### config.mk
export PLATFORM = sky130hd
export DESIGN_NAME = sfc_fault_unit
export DESIGN_NICKNAME = d
export VERILOG_FILES = /design/src/core/sfc_fault_unit.v
export VERILOG_INCLUDE_DIRS = /design/src /design/src/core
export SDC_FILE = /design/constraint.sdc
export NUM_CORES = 1
export LEC_CHECK = 0
export ABC_AREA = 0
export BUFFER_PORTS_ARGS = -buffer_cell sky130_fd_sc_hd__clkbuf_2
export CORE_ASPECT_RATIO = 0.8
export CORE_MARGIN = 3
export CORE_UTILIZATION = 40
export DETAILED_ROUTE_END_ITERATION = 10
export PLACE_DENSITY = 0.71
export SLEW_MARGIN = 20
export SYNTH_ARGS = -nofsm -noshare
export SYNTH_HDL_FRONTEND = slang
export SYNTH_SLANG_ARGS = --single-unit
### constraint.sdc
create_clock -name SYS_CLK -period 2.76 [get_ports SYS_CLK]
set_input_delay 0.828 -clock SYS_CLK [delete_from_list [all_inputs] [get_ports SYS_CLK]]
set_output_delay 0.828 -clock SYS_CLK [all_outputs]
set_load 0.02 [all_outputs]
### src/core/sfc_defs.vh
`ifndef SFC_DEFS_VH
`define SFC_DEFS_VH

// ----------------------------------------
// operating modes (one-hot)
// ----------------------------------------
`define SFC_MODE_REAL 4'h1
`define SFC_MODE_V86 4'h2
`define SFC_MODE_PROT 4'h4
`define SFC_MODE_LONG 4'h8

// ----------------------------------------
// instruction classes
// ----------------------------------------
`define SFC_INS_MASKED 3'h1
`define SFC_INS_REGMOVE 3'h2
`define SFC_INS_NONTEMP 3'h4

// ----------------------------------------
// field positions and codes
// ----------------------------------------
`define SFC_EMUL_BIT 2
`define SFC_MOD_REG 2'h3
`define SFC_LOCK_PREFIX 8'hf0
`define SFC_REAL_LIMIT 17'h0ffff
`define SFC_ERR_ZERO 16'h0000
`define SFC_CPL_USER 2'h3
`define SFC_DF_VECTOR 8'h08
`define SFC_VEC_SHIFT 3

// ----------------------------------------
// fault codes
// ----------------------------------------
`define SFC_FC_NONE 4'h0
`define SFC_FC_UD 4'h1
`define SFC_FC_MF 4'h2
`define SFC_FC_SS 4'h3
`define SFC_FC_GP 4'h4
`define SFC_FC_AC 4'h5
`define SFC_FC_DF 4'h6

// ----------------------------------------
// register byte addresses
// ----------------------------------------
`define SFC_ADDR_STATUS 12'h000
`define SFC_ADDR_CLEAR 12'h004
`define SFC_ADDR_ENABLE 12'h008
`define SFC_ADDR_TLIMIT 12'h00c
`define SFC_ADDR_CTRL 12'h010
`define SFC_ADDR_LAST 12'h014

// ----------------------------------------
// reset values and status bits
// ----------------------------------------
`define SFC_RST_ENABLE 8'h00
`define SFC_RST_TLIMIT 16'h03ff
`define SFC_RST_CTRL 4'h0
`define SFC_ST_UD 0
`define SFC_ST_MF 1
`define SFC_ST_SS 2
`define SFC_ST_GP 3
`define SFC_ST_AC 4
`define SFC_ST_DF 5
`define SFC_ST_SHUT 6
`define SFC_ST_NMI 7
`define SFC_NUM_EV 8

`endif

### src/core/sfc_fault_unit.v
`timescale 1ns/1ps
`include "sfc_defs.vh"

module sfc_fault_unit (
    // clock, reset, enable
    input wire SYS_CLK,
    input wire SYS_RST,
    input wire CLK_EN,
    // apb slave
    input wire PSEL,
    input wire PENABLE,
    input wire PWRITE,
    input wire [11:0] PADDR,
    input wire [31:0] PWDATA,
    output reg [31:0] PRDATA,
    output wire PREADY,
    output wire PSLVERR,
    // instruction check request
    input wire CHK_VALID,
    input wire [2:0] CHK_CLASS,
    input wire CHK_MEMREF,
    input wire [3:0] CHK_MODE,
    input wire [1:0] CHK_MODFIELD,
    input wire [7:0] CHK_PREFIX,
    input wire CHK_FEATURE_OK,
    input wire CHK_FPU_PENDING,
    input wire CHK_SS_ILLEGAL,
    input wire CHK_SS_NONCANON,
    input wire CHK_SEG_ILLEGAL,
    input wire CHK_NONCANON,
    input wire CHK_DST_RO,
    input wire CHK_NULL_SEL,
    input wire [16:0] CHK_LAST_BYTE,
    input wire CHK_AC_ENABLE,
    input wire CHK_UNALIGNED,
    input wire [1:0] CHK_CPL,
    // check answer
    output reg FAULT_VALID,
    output reg [3:0] FAULT_CODE,
    output reg [15:0] FAULT_ERRCODE,
    // interrupt delivery request
    input wire DLV_VALID,
    input wire [7:0] DLV_VECTOR,
    input wire DLV_IS_NMI,
    input wire INTERRUPT_RETURN_DONE,
    output reg DLV_DONE,
    output reg DLV_TAKEN,
    output reg [7:0] DLV_OUT_VECTOR,
    output reg DLV_DF,
    output reg SHUTDOWN,
    output reg NMI_BLOCKED,
    // interrupt
    output wire IRQ
);

    // ----------------------------------------
    // registers
    // ----------------------------------------
    reg [7:0] status;
    reg [7:0] enable;
    reg [15:0] tlimit;
    reg [3:0] ctrl;
    reg [7:0] ev;
    reg [3:0] next_code;
    reg [15:0] next_err;
    reg next_ud;

    wire emul_flag = ctrl[`SFC_EMUL_BIT];
    wire wr_acc = PSEL & PENABLE & PWRITE;
    wire addr_ok = (PADDR < `SFC_ADDR_LAST) && (PADDR[1:0] == 2'h0);

    // register bus decode
    wire rd_setup = PSEL & ~PENABLE & ~PWRITE; // read data latched in setup
    wire clr_acc = wr_acc && (PADDR == `SFC_ADDR_CLEAR); // write-one-to-clear strobe

    // apb answers in the access cycle
    assign PREADY = 1'b1;
    assign PSLVERR = PSEL & PENABLE & ~addr_ok;
    assign IRQ = |(status & enable);

    // ----------------------------------------
    // check logic
    // ----------------------------------------
    wire is_masked = CHK_CLASS == `SFC_INS_MASKED;
    wire is_regmove = CHK_CLASS == `SFC_INS_REGMOVE;
    wire mode_real = CHK_MODE == `SFC_MODE_REAL;
    wire mode_v86 = CHK_MODE == `SFC_MODE_V86;
    wire mode_prot = CHK_MODE == `SFC_MODE_PROT;
    wire mode_long = CHK_MODE == `SFC_MODE_LONG;

    // ----------------------------------------
    // per-rule fault conditions
    // ----------------------------------------
    // undefined opcode causes, checked in every mode
    wire ud_emul = emul_flag;
    // masked store must use a register operand format
    wire ud_modfield = is_masked && (CHK_MODFIELD != `SFC_MOD_REG);
    // bus-lock prefix is never legal here
    wire ud_lock = CHK_PREFIX == `SFC_LOCK_PREFIX;
    // instruction not offered by this core
    wire ud_feature = !CHK_FEATURE_OK;

    // pending floating-point error, every mode
    wire mf_pending = CHK_FPU_PENDING;

    // stack faults, memory operand forms only
    wire ss_prot = CHK_MEMREF && mode_prot && CHK_SS_ILLEGAL;
    wire ss_long = CHK_MEMREF && mode_long && CHK_SS_NONCANON;

    // protection faults, memory operand forms only
    wire gp_seg = CHK_MEMREF && mode_prot && CHK_SEG_ILLEGAL;
    // write target in a read-only segment
    wire gp_ro = CHK_MEMREF && mode_prot && (is_masked || is_regmove) && CHK_DST_RO;
    // null data or extra selector, masked store only
    wire gp_null = CHK_MEMREF && is_masked && CHK_NULL_SEL;
    // non-canonical address in 64-bit mode
    wire gp_canon = CHK_MEMREF && mode_long && CHK_NONCANON;
    // operand runs past the 64k window
    wire gp_real = CHK_MEMREF && (mode_real || mode_v86)
                   && (CHK_LAST_BYTE > `SFC_REAL_LIMIT);

    // alignment fault, user level only, never in real mode
    wire ac_user = CHK_MEMREF && !mode_real && CHK_AC_ENABLE && CHK_UNALIGNED
                   && (CHK_CPL == `SFC_CPL_USER);

    // priority: opcode, fpu, stack, protection, alignment
    always @* begin
        next_code = `SFC_FC_NONE;
        next_err = `SFC_ERR_ZERO;
        next_ud = ud_emul;
        if (ud_modfield) begin
            next_ud = 1'b1;
        end
        if (ud_lock) begin
            next_ud = 1'b1;
        end
        if (ud_feature) begin
            next_ud = 1'b1;
        end
        if (next_ud) begin
            next_code = `SFC_FC_UD;
        end else if (mf_pending) begin
            next_code = `SFC_FC_MF;
        end else if (ss_prot) begin
            next_code = `SFC_FC_SS;
        end else if (ss_long) begin
            next_code = `SFC_FC_SS;
        end else if (gp_seg) begin
            next_code = `SFC_FC_GP;
        end else if (gp_ro) begin
            next_code = `SFC_FC_GP;
        end else if (gp_null) begin
            next_code = `SFC_FC_GP;
        end else if (gp_canon) begin
            next_code = `SFC_FC_GP;
        end else if (gp_real) begin
            next_code = `SFC_FC_GP;
        end else if (ac_user) begin
            next_code = `SFC_FC_AC;
        end
    end

    // registered check answer
    always @(posedge SYS_CLK) begin
        if (SYS_RST) begin
            FAULT_VALID <= 1'b0;
            FAULT_CODE <= `SFC_FC_NONE;
            FAULT_ERRCODE <= `SFC_ERR_ZERO;
        end else if (CLK_EN) begin
            FAULT_VALID <= CHK_VALID;
            if (CHK_VALID) begin
                FAULT_CODE <= next_code;
                FAULT_ERRCODE <= next_err;
            end
        end
    end

    // ----------------------------------------
    // interrupt delivery
    // ----------------------------------------
    wire [18:0] ent_end = {8'h00, DLV_VECTOR, 3'h7};
    wire [18:0] df_end = {8'h00, `SFC_DF_VECTOR, 3'h7};
    wire vec_over = ent_end > {3'h0, tlimit};
    wire df_over = df_end > {3'h0, tlimit};
    wire nmi_drop = DLV_IS_NMI & NMI_BLOCKED;
    wire dlv_go = DLV_VALID & ~SHUTDOWN & ~nmi_drop;

    // vector limit check, double fault, shutdown, nmi masking
    always @(posedge SYS_CLK) begin
        if (SYS_RST) begin
            DLV_DONE <= 1'b0;
            DLV_TAKEN <= 1'b0;
            DLV_OUT_VECTOR <= 8'h00;
            DLV_DF <= 1'b0;
            SHUTDOWN <= 1'b0;
            NMI_BLOCKED <= 1'b0;
        end else if (CLK_EN) begin
            DLV_DONE <= DLV_VALID;
            DLV_TAKEN <= dlv_go;
            DLV_DF <= 1'b0;
            if (dlv_go) begin
                DLV_OUT_VECTOR <= DLV_VECTOR;
                if (vec_over) begin
                    if (df_over || DLV_VECTOR == `SFC_DF_VECTOR) begin
                        SHUTDOWN <= 1'b1;
                        DLV_TAKEN <= 1'b0;
                    end else begin
                        DLV_DF <= 1'b1;
                        DLV_OUT_VECTOR <= `SFC_DF_VECTOR;
                    end
                end
            end
            if (dlv_go && DLV_IS_NMI) begin
                NMI_BLOCKED <= 1'b1;
            end else if (INTERRUPT_RETURN_DONE) begin
                NMI_BLOCKED <= 1'b0;
            end
        end
    end

    // ----------------------------------------
    // event collection
    // ----------------------------------------
    always @* begin
        ev = 8'h00;
        if (CHK_VALID) begin
            ev[`SFC_ST_UD] = next_code == `SFC_FC_UD;
            ev[`SFC_ST_MF] = next_code == `SFC_FC_MF;
            ev[`SFC_ST_SS] = next_code == `SFC_FC_SS;
            ev[`SFC_ST_GP] = next_code == `SFC_FC_GP;
            ev[`SFC_ST_AC] = next_code == `SFC_FC_AC;
        end
        ev[`SFC_ST_DF] = dlv_go & vec_over & ~df_over & (DLV_VECTOR != `SFC_DF_VECTOR);
        ev[`SFC_ST_SHUT] = dlv_go & vec_over & (df_over | (DLV_VECTOR == `SFC_DF_VECTOR));
        ev[`SFC_ST_NMI] = DLV_VALID & nmi_drop;
    end

    // sticky status, set wins over clear
    genvar i;
    generate
        for (i = 0; i < `SFC_NUM_EV; i = i + 1) begin : g_st
            always @(posedge SYS_CLK) begin
                if (SYS_RST) begin
                    status[i] <= 1'b0;
                end else if (CLK_EN) begin
                    if (ev[i]) begin
                        status[i] <= 1'b1;
                    end else if (clr_acc && PWDATA[i]) begin
                        status[i] <= 1'b0;
                    end
                end
            end
        end
    endgenerate

    // ----------------------------------------
    // register writes and reads
    // ----------------------------------------
    always @(posedge SYS_CLK) begin
        if (SYS_RST) begin
            enable <= `SFC_RST_ENABLE;
            tlimit <= `SFC_RST_TLIMIT;
            ctrl <= `SFC_RST_CTRL;
        end else if (CLK_EN && wr_acc) begin
            case (PADDR)
                `SFC_ADDR_ENABLE: enable <= PWDATA[7:0];
                `SFC_ADDR_TLIMIT: tlimit <= PWDATA[15:0];
                `SFC_ADDR_CTRL: ctrl <= PWDATA[3:0];
                default: ;
            endcase
        end
    end

    // read data, registered during setup
    always @(posedge SYS_CLK) begin
        if (SYS_RST) begin
            PRDATA <= 32'h00000000;
        end else if (CLK_EN && rd_setup) begin
            case (PADDR)
                `SFC_ADDR_STATUS: PRDATA <= {24'h000000, status};
                `SFC_ADDR_ENABLE: PRDATA <= {24'h000000, enable};
                `SFC_ADDR_TLIMIT: PRDATA <= {16'h0000, tlimit};
                `SFC_ADDR_CTRL: PRDATA <= {28'h0000000, ctrl};
                default: PRDATA <= 32'h00000000;
            endcase
        end
    end

endmodule

==> impl_results.md <==
* Outcome: finished, final reports clean
* TNS Setup at 0 ps
* Leakage power at 0.002012 uW
* First-pass GRT wire length at 15320 um
* Crit path time final at 2484 ps
* Vias/cell at 5.155
* Final Routed Wirelength at 9479 um
* Placed insts at 618
* Clock share of power at 47.1%
* Post-synth EDFFs at 0
* Mapped Cells at 400
* WL/cell at 14.95 um
* Switch Pwr at 553.0 uW
* Worst EP arrival at 1660 ps
* Distinct cell type count after synthesis at 56
* Max clock buf depth at 2
* Setup bufs post-CTS at 0
* GR Overflow Total at 0
* Number of max-cap violations at 0
* R2r setup slk at 670 ps
* GR Util All Layers at 18.42%
* CP Class: in2out
* Non-filler cells, final at 634
* Fmax at 402.6 MHz
* Total core area at 8596 um^2
* Final nets at 634
* Yosys reg bits at 69
* Starting Density at 41.48%
* Worst slew margin at 66.71%
* Sw Ratio at 23.08%
* Row Count at 30
* Worst-margin pin slew at 497.5 ps
* Clock Sinks at 69
* Area grow syn2layout at 24.39%
* Power Density at 540.2 nW/um^2
* Logic pwr share at 10.5%
* Detail Route Antenna Nets at 0
* CTS tree: built
* RSZ-0062 raised after global routing: no
* Worst path required time at 1930 ps
* Part of the cycle the worst path needs at 90.00%
* Die Y-Extent at 90.45 um
* Detailed placement HPWL at 7445 um
* Worst IR Drop VDD at 320.6 uV
* Synth warn at 0
* Crit start category: input port
* Die width at 111.6 um
* I/O Pins at 178
* Synthesized area at 3566 um^2
* Placer Congestion at 0.8301
* Pre-Repair DR Iteration Count at 5
* Max FO, Critical Path at 2
* H-tree levels at 3
* Skew-Pair Late Insertion Delay at 340 ps
* # port buffers at 111
* Ys async rst share at 0%
* Clock Tree Root: clkbuf_8
* Final hold violation count at 0
* Hold depth at 2
* Sequential area share after synthesis at 38.74%
* ANT cells at 0
* Reg-to-reg endpoint: DLV_OUT_VECTOR[1]$_SDFFE_PP0P_
* Share of layout cells above drive strength 1 at 30.27%
* Initial antenna violation count at 0
* DRC at 0
* Min-delay src: PRDATA[2]$_SDFFE_PP0P_
* CTS clk-pin slew, worst paths at 80 ps
* Max-slew violation count at 0
* Clock Skew at 8.268 ps
* Largest net degree at the start of global routing at 23
* Crit Reg-Reg Startpoint: tlimit[7]$_SDFFE_PP1P_
* Total Die Area at 10090 um^2
* Vias in the first global route at 3075
* Post-CTS sizing at 0
* Sequential power share at 42.4%
* Int Pwr at 1843 uW
* Hold-fix buffers, CTS at 0
* Cell count of the worst reg-to-reg path at 7
* Ys flop type: dfxtp_1
* Hold Path Sink: PRDATA[2]$_SDFFE_PP0P_
* Syn Area/Cell at 8.915 um^2
* Inserted Clock Buffers at 9
* Worst setup EP type: output port
* Starting DRT DRC Count at 195
* Setup-failing EPs final at 0
* Via Count at 3268
* Hold Path Class: reg2reg
## routing by layer
layer  routed length, um  track usage [%]  vias to the layer above
met1                4458            25.90                     1507
met3                 800            4.555                       12
met2                4138            28.16                      136
met5                   0                0                        -
li1                    -                -                     1613
met4                  81            5.066                        0
## worst max-delay path: stages
cell and delay, ps:
clkbuf_2 100, nor4_4 280, and3_1 230, a21oi_1 70
clkbuf_2 150
## synthesized netlist by cell type, types with 6 or more instances
library cell	n	share of area [%]
dfxtp_1	69	39
nand2_1	44	4.6
buf_4	35	7.4
nor2_1	35	3.7
mux2i_1	26	7.3
a21oi_1	19	2.7
inv_1	14	1.5
a32o_1	13	3.6
o21ai_0	11	1.5
a22oi_1	10	2.1
nand3_1	10	1.4
o211ai_1	9	1.9
ha_1	8	2.8
clkbuf_1	7	0.74
nand4_1	7	1.2
nor3_1	6	0.84
## logic make-up (layout without fill, tap and decap cells)
family / Yosys count / after routing / share of synthesized area [%]
AO/OA/AOI/OAI: 82 / 82 / 16.56
buffers and inverters: 63 / 153 / 10.70
XOR/XNOR: 2 / 2 / 0.4913
adder cells (fa/ha/maj): 8 / 8 / 2.807
multiplexers: 30 / 30 / 8.561
other: 2 / 34 / 0.2106
AND/OR/NAND/NOR: 144 / 144 / 21.93
flip-flops: 69 / 69 / 38.74
## power by group through the flow
stage               sequential (uW)  combinational (uW)  clock [uW]
finish                         1020                 252        1130
global route                   1020                 276        1170
CTS                            1020                 251        1140
detailed placement             1040                 250           0
global placement               1040                 245           0
floorplan                      1050                 164           0
## sequential cells by signal, summed over array words and instances (netlist names)
signal and cells:
DLV_DF 1, DLV_DONE 1, DLV_OUT_VECTOR 8, DLV_TAKEN 1, FAULT_CODE 3, FAULT_VALID 1, NMI_BLOCKED 1, PRDATA 16
SHUTDOWN 1, ctrl 4, enable 8, status 8, tlimit 16
## worst max-delay path by stage
stage / start / to / cells past startpoint
3_5_place_dp: DLV_VECTOR[4] / DLV_OUT_VECTOR[2]$_SDFFE_PP0P_ / 7
4_1_cts: PADDR[9] / PSLVERR / 5
5_1_grt: PADDR[9] / PSLVERR / 5
6_report: PADDR[9] / PSLVERR / 5
3_3_place_gp: DLV_VECTOR[4] / DLV_OUT_VECTOR[0]$_SDFFE_PP0P_ / 7
2_1_floorplan: PADDR[2] / PSLVERR / 3
## metrics by stage
stage / area [um^2] / utilization, % / hold WS, ps / total power, uW / setup WS (ps)
floorplan: 3686 / - / 454.6 / 1214 / 269.1
global placement: 4155 / 48.34 / 442.0 / 1283 / 232.7
detailed placement: 4155 / 48.34 / 447.3 / 1289 / 151.2
CTS: 4436 / 51.60 / 457.2 / 2406 / 266.6
global route: 4436 / 51.60 / 472.9 / 2465 / 208.0
finish: 4436 / 51.60 / 452.9 / 2396 / 275.9
## cells in the final DEF, fill, tap and decap left out, drive strengths merged, types with 12 or more instances in the layout
cell type,count
nand2,44
nor3,12
a32o,13
buf,12
dfxtp,69
clkbuf,122
nor2,35
conb,34
mux2i,26
o21ai,12
a21oi,19
inv,15
## area by class of cell
type / count / area [um^2]
Multi-Input combinational cell: 300 / 1923
Timing Repair Buffer: 123 / 658.1
Tap cell: 112 / 140.1
Sequential cell: 69 / 1381
Inverter: 14 / 52.55
Clock inverter: 5 / 128.9
Fill cell: 807 / 4160
Clock buffer: 11 / 151.4
No activity file was read; power rests on OpenSTA's default activity.
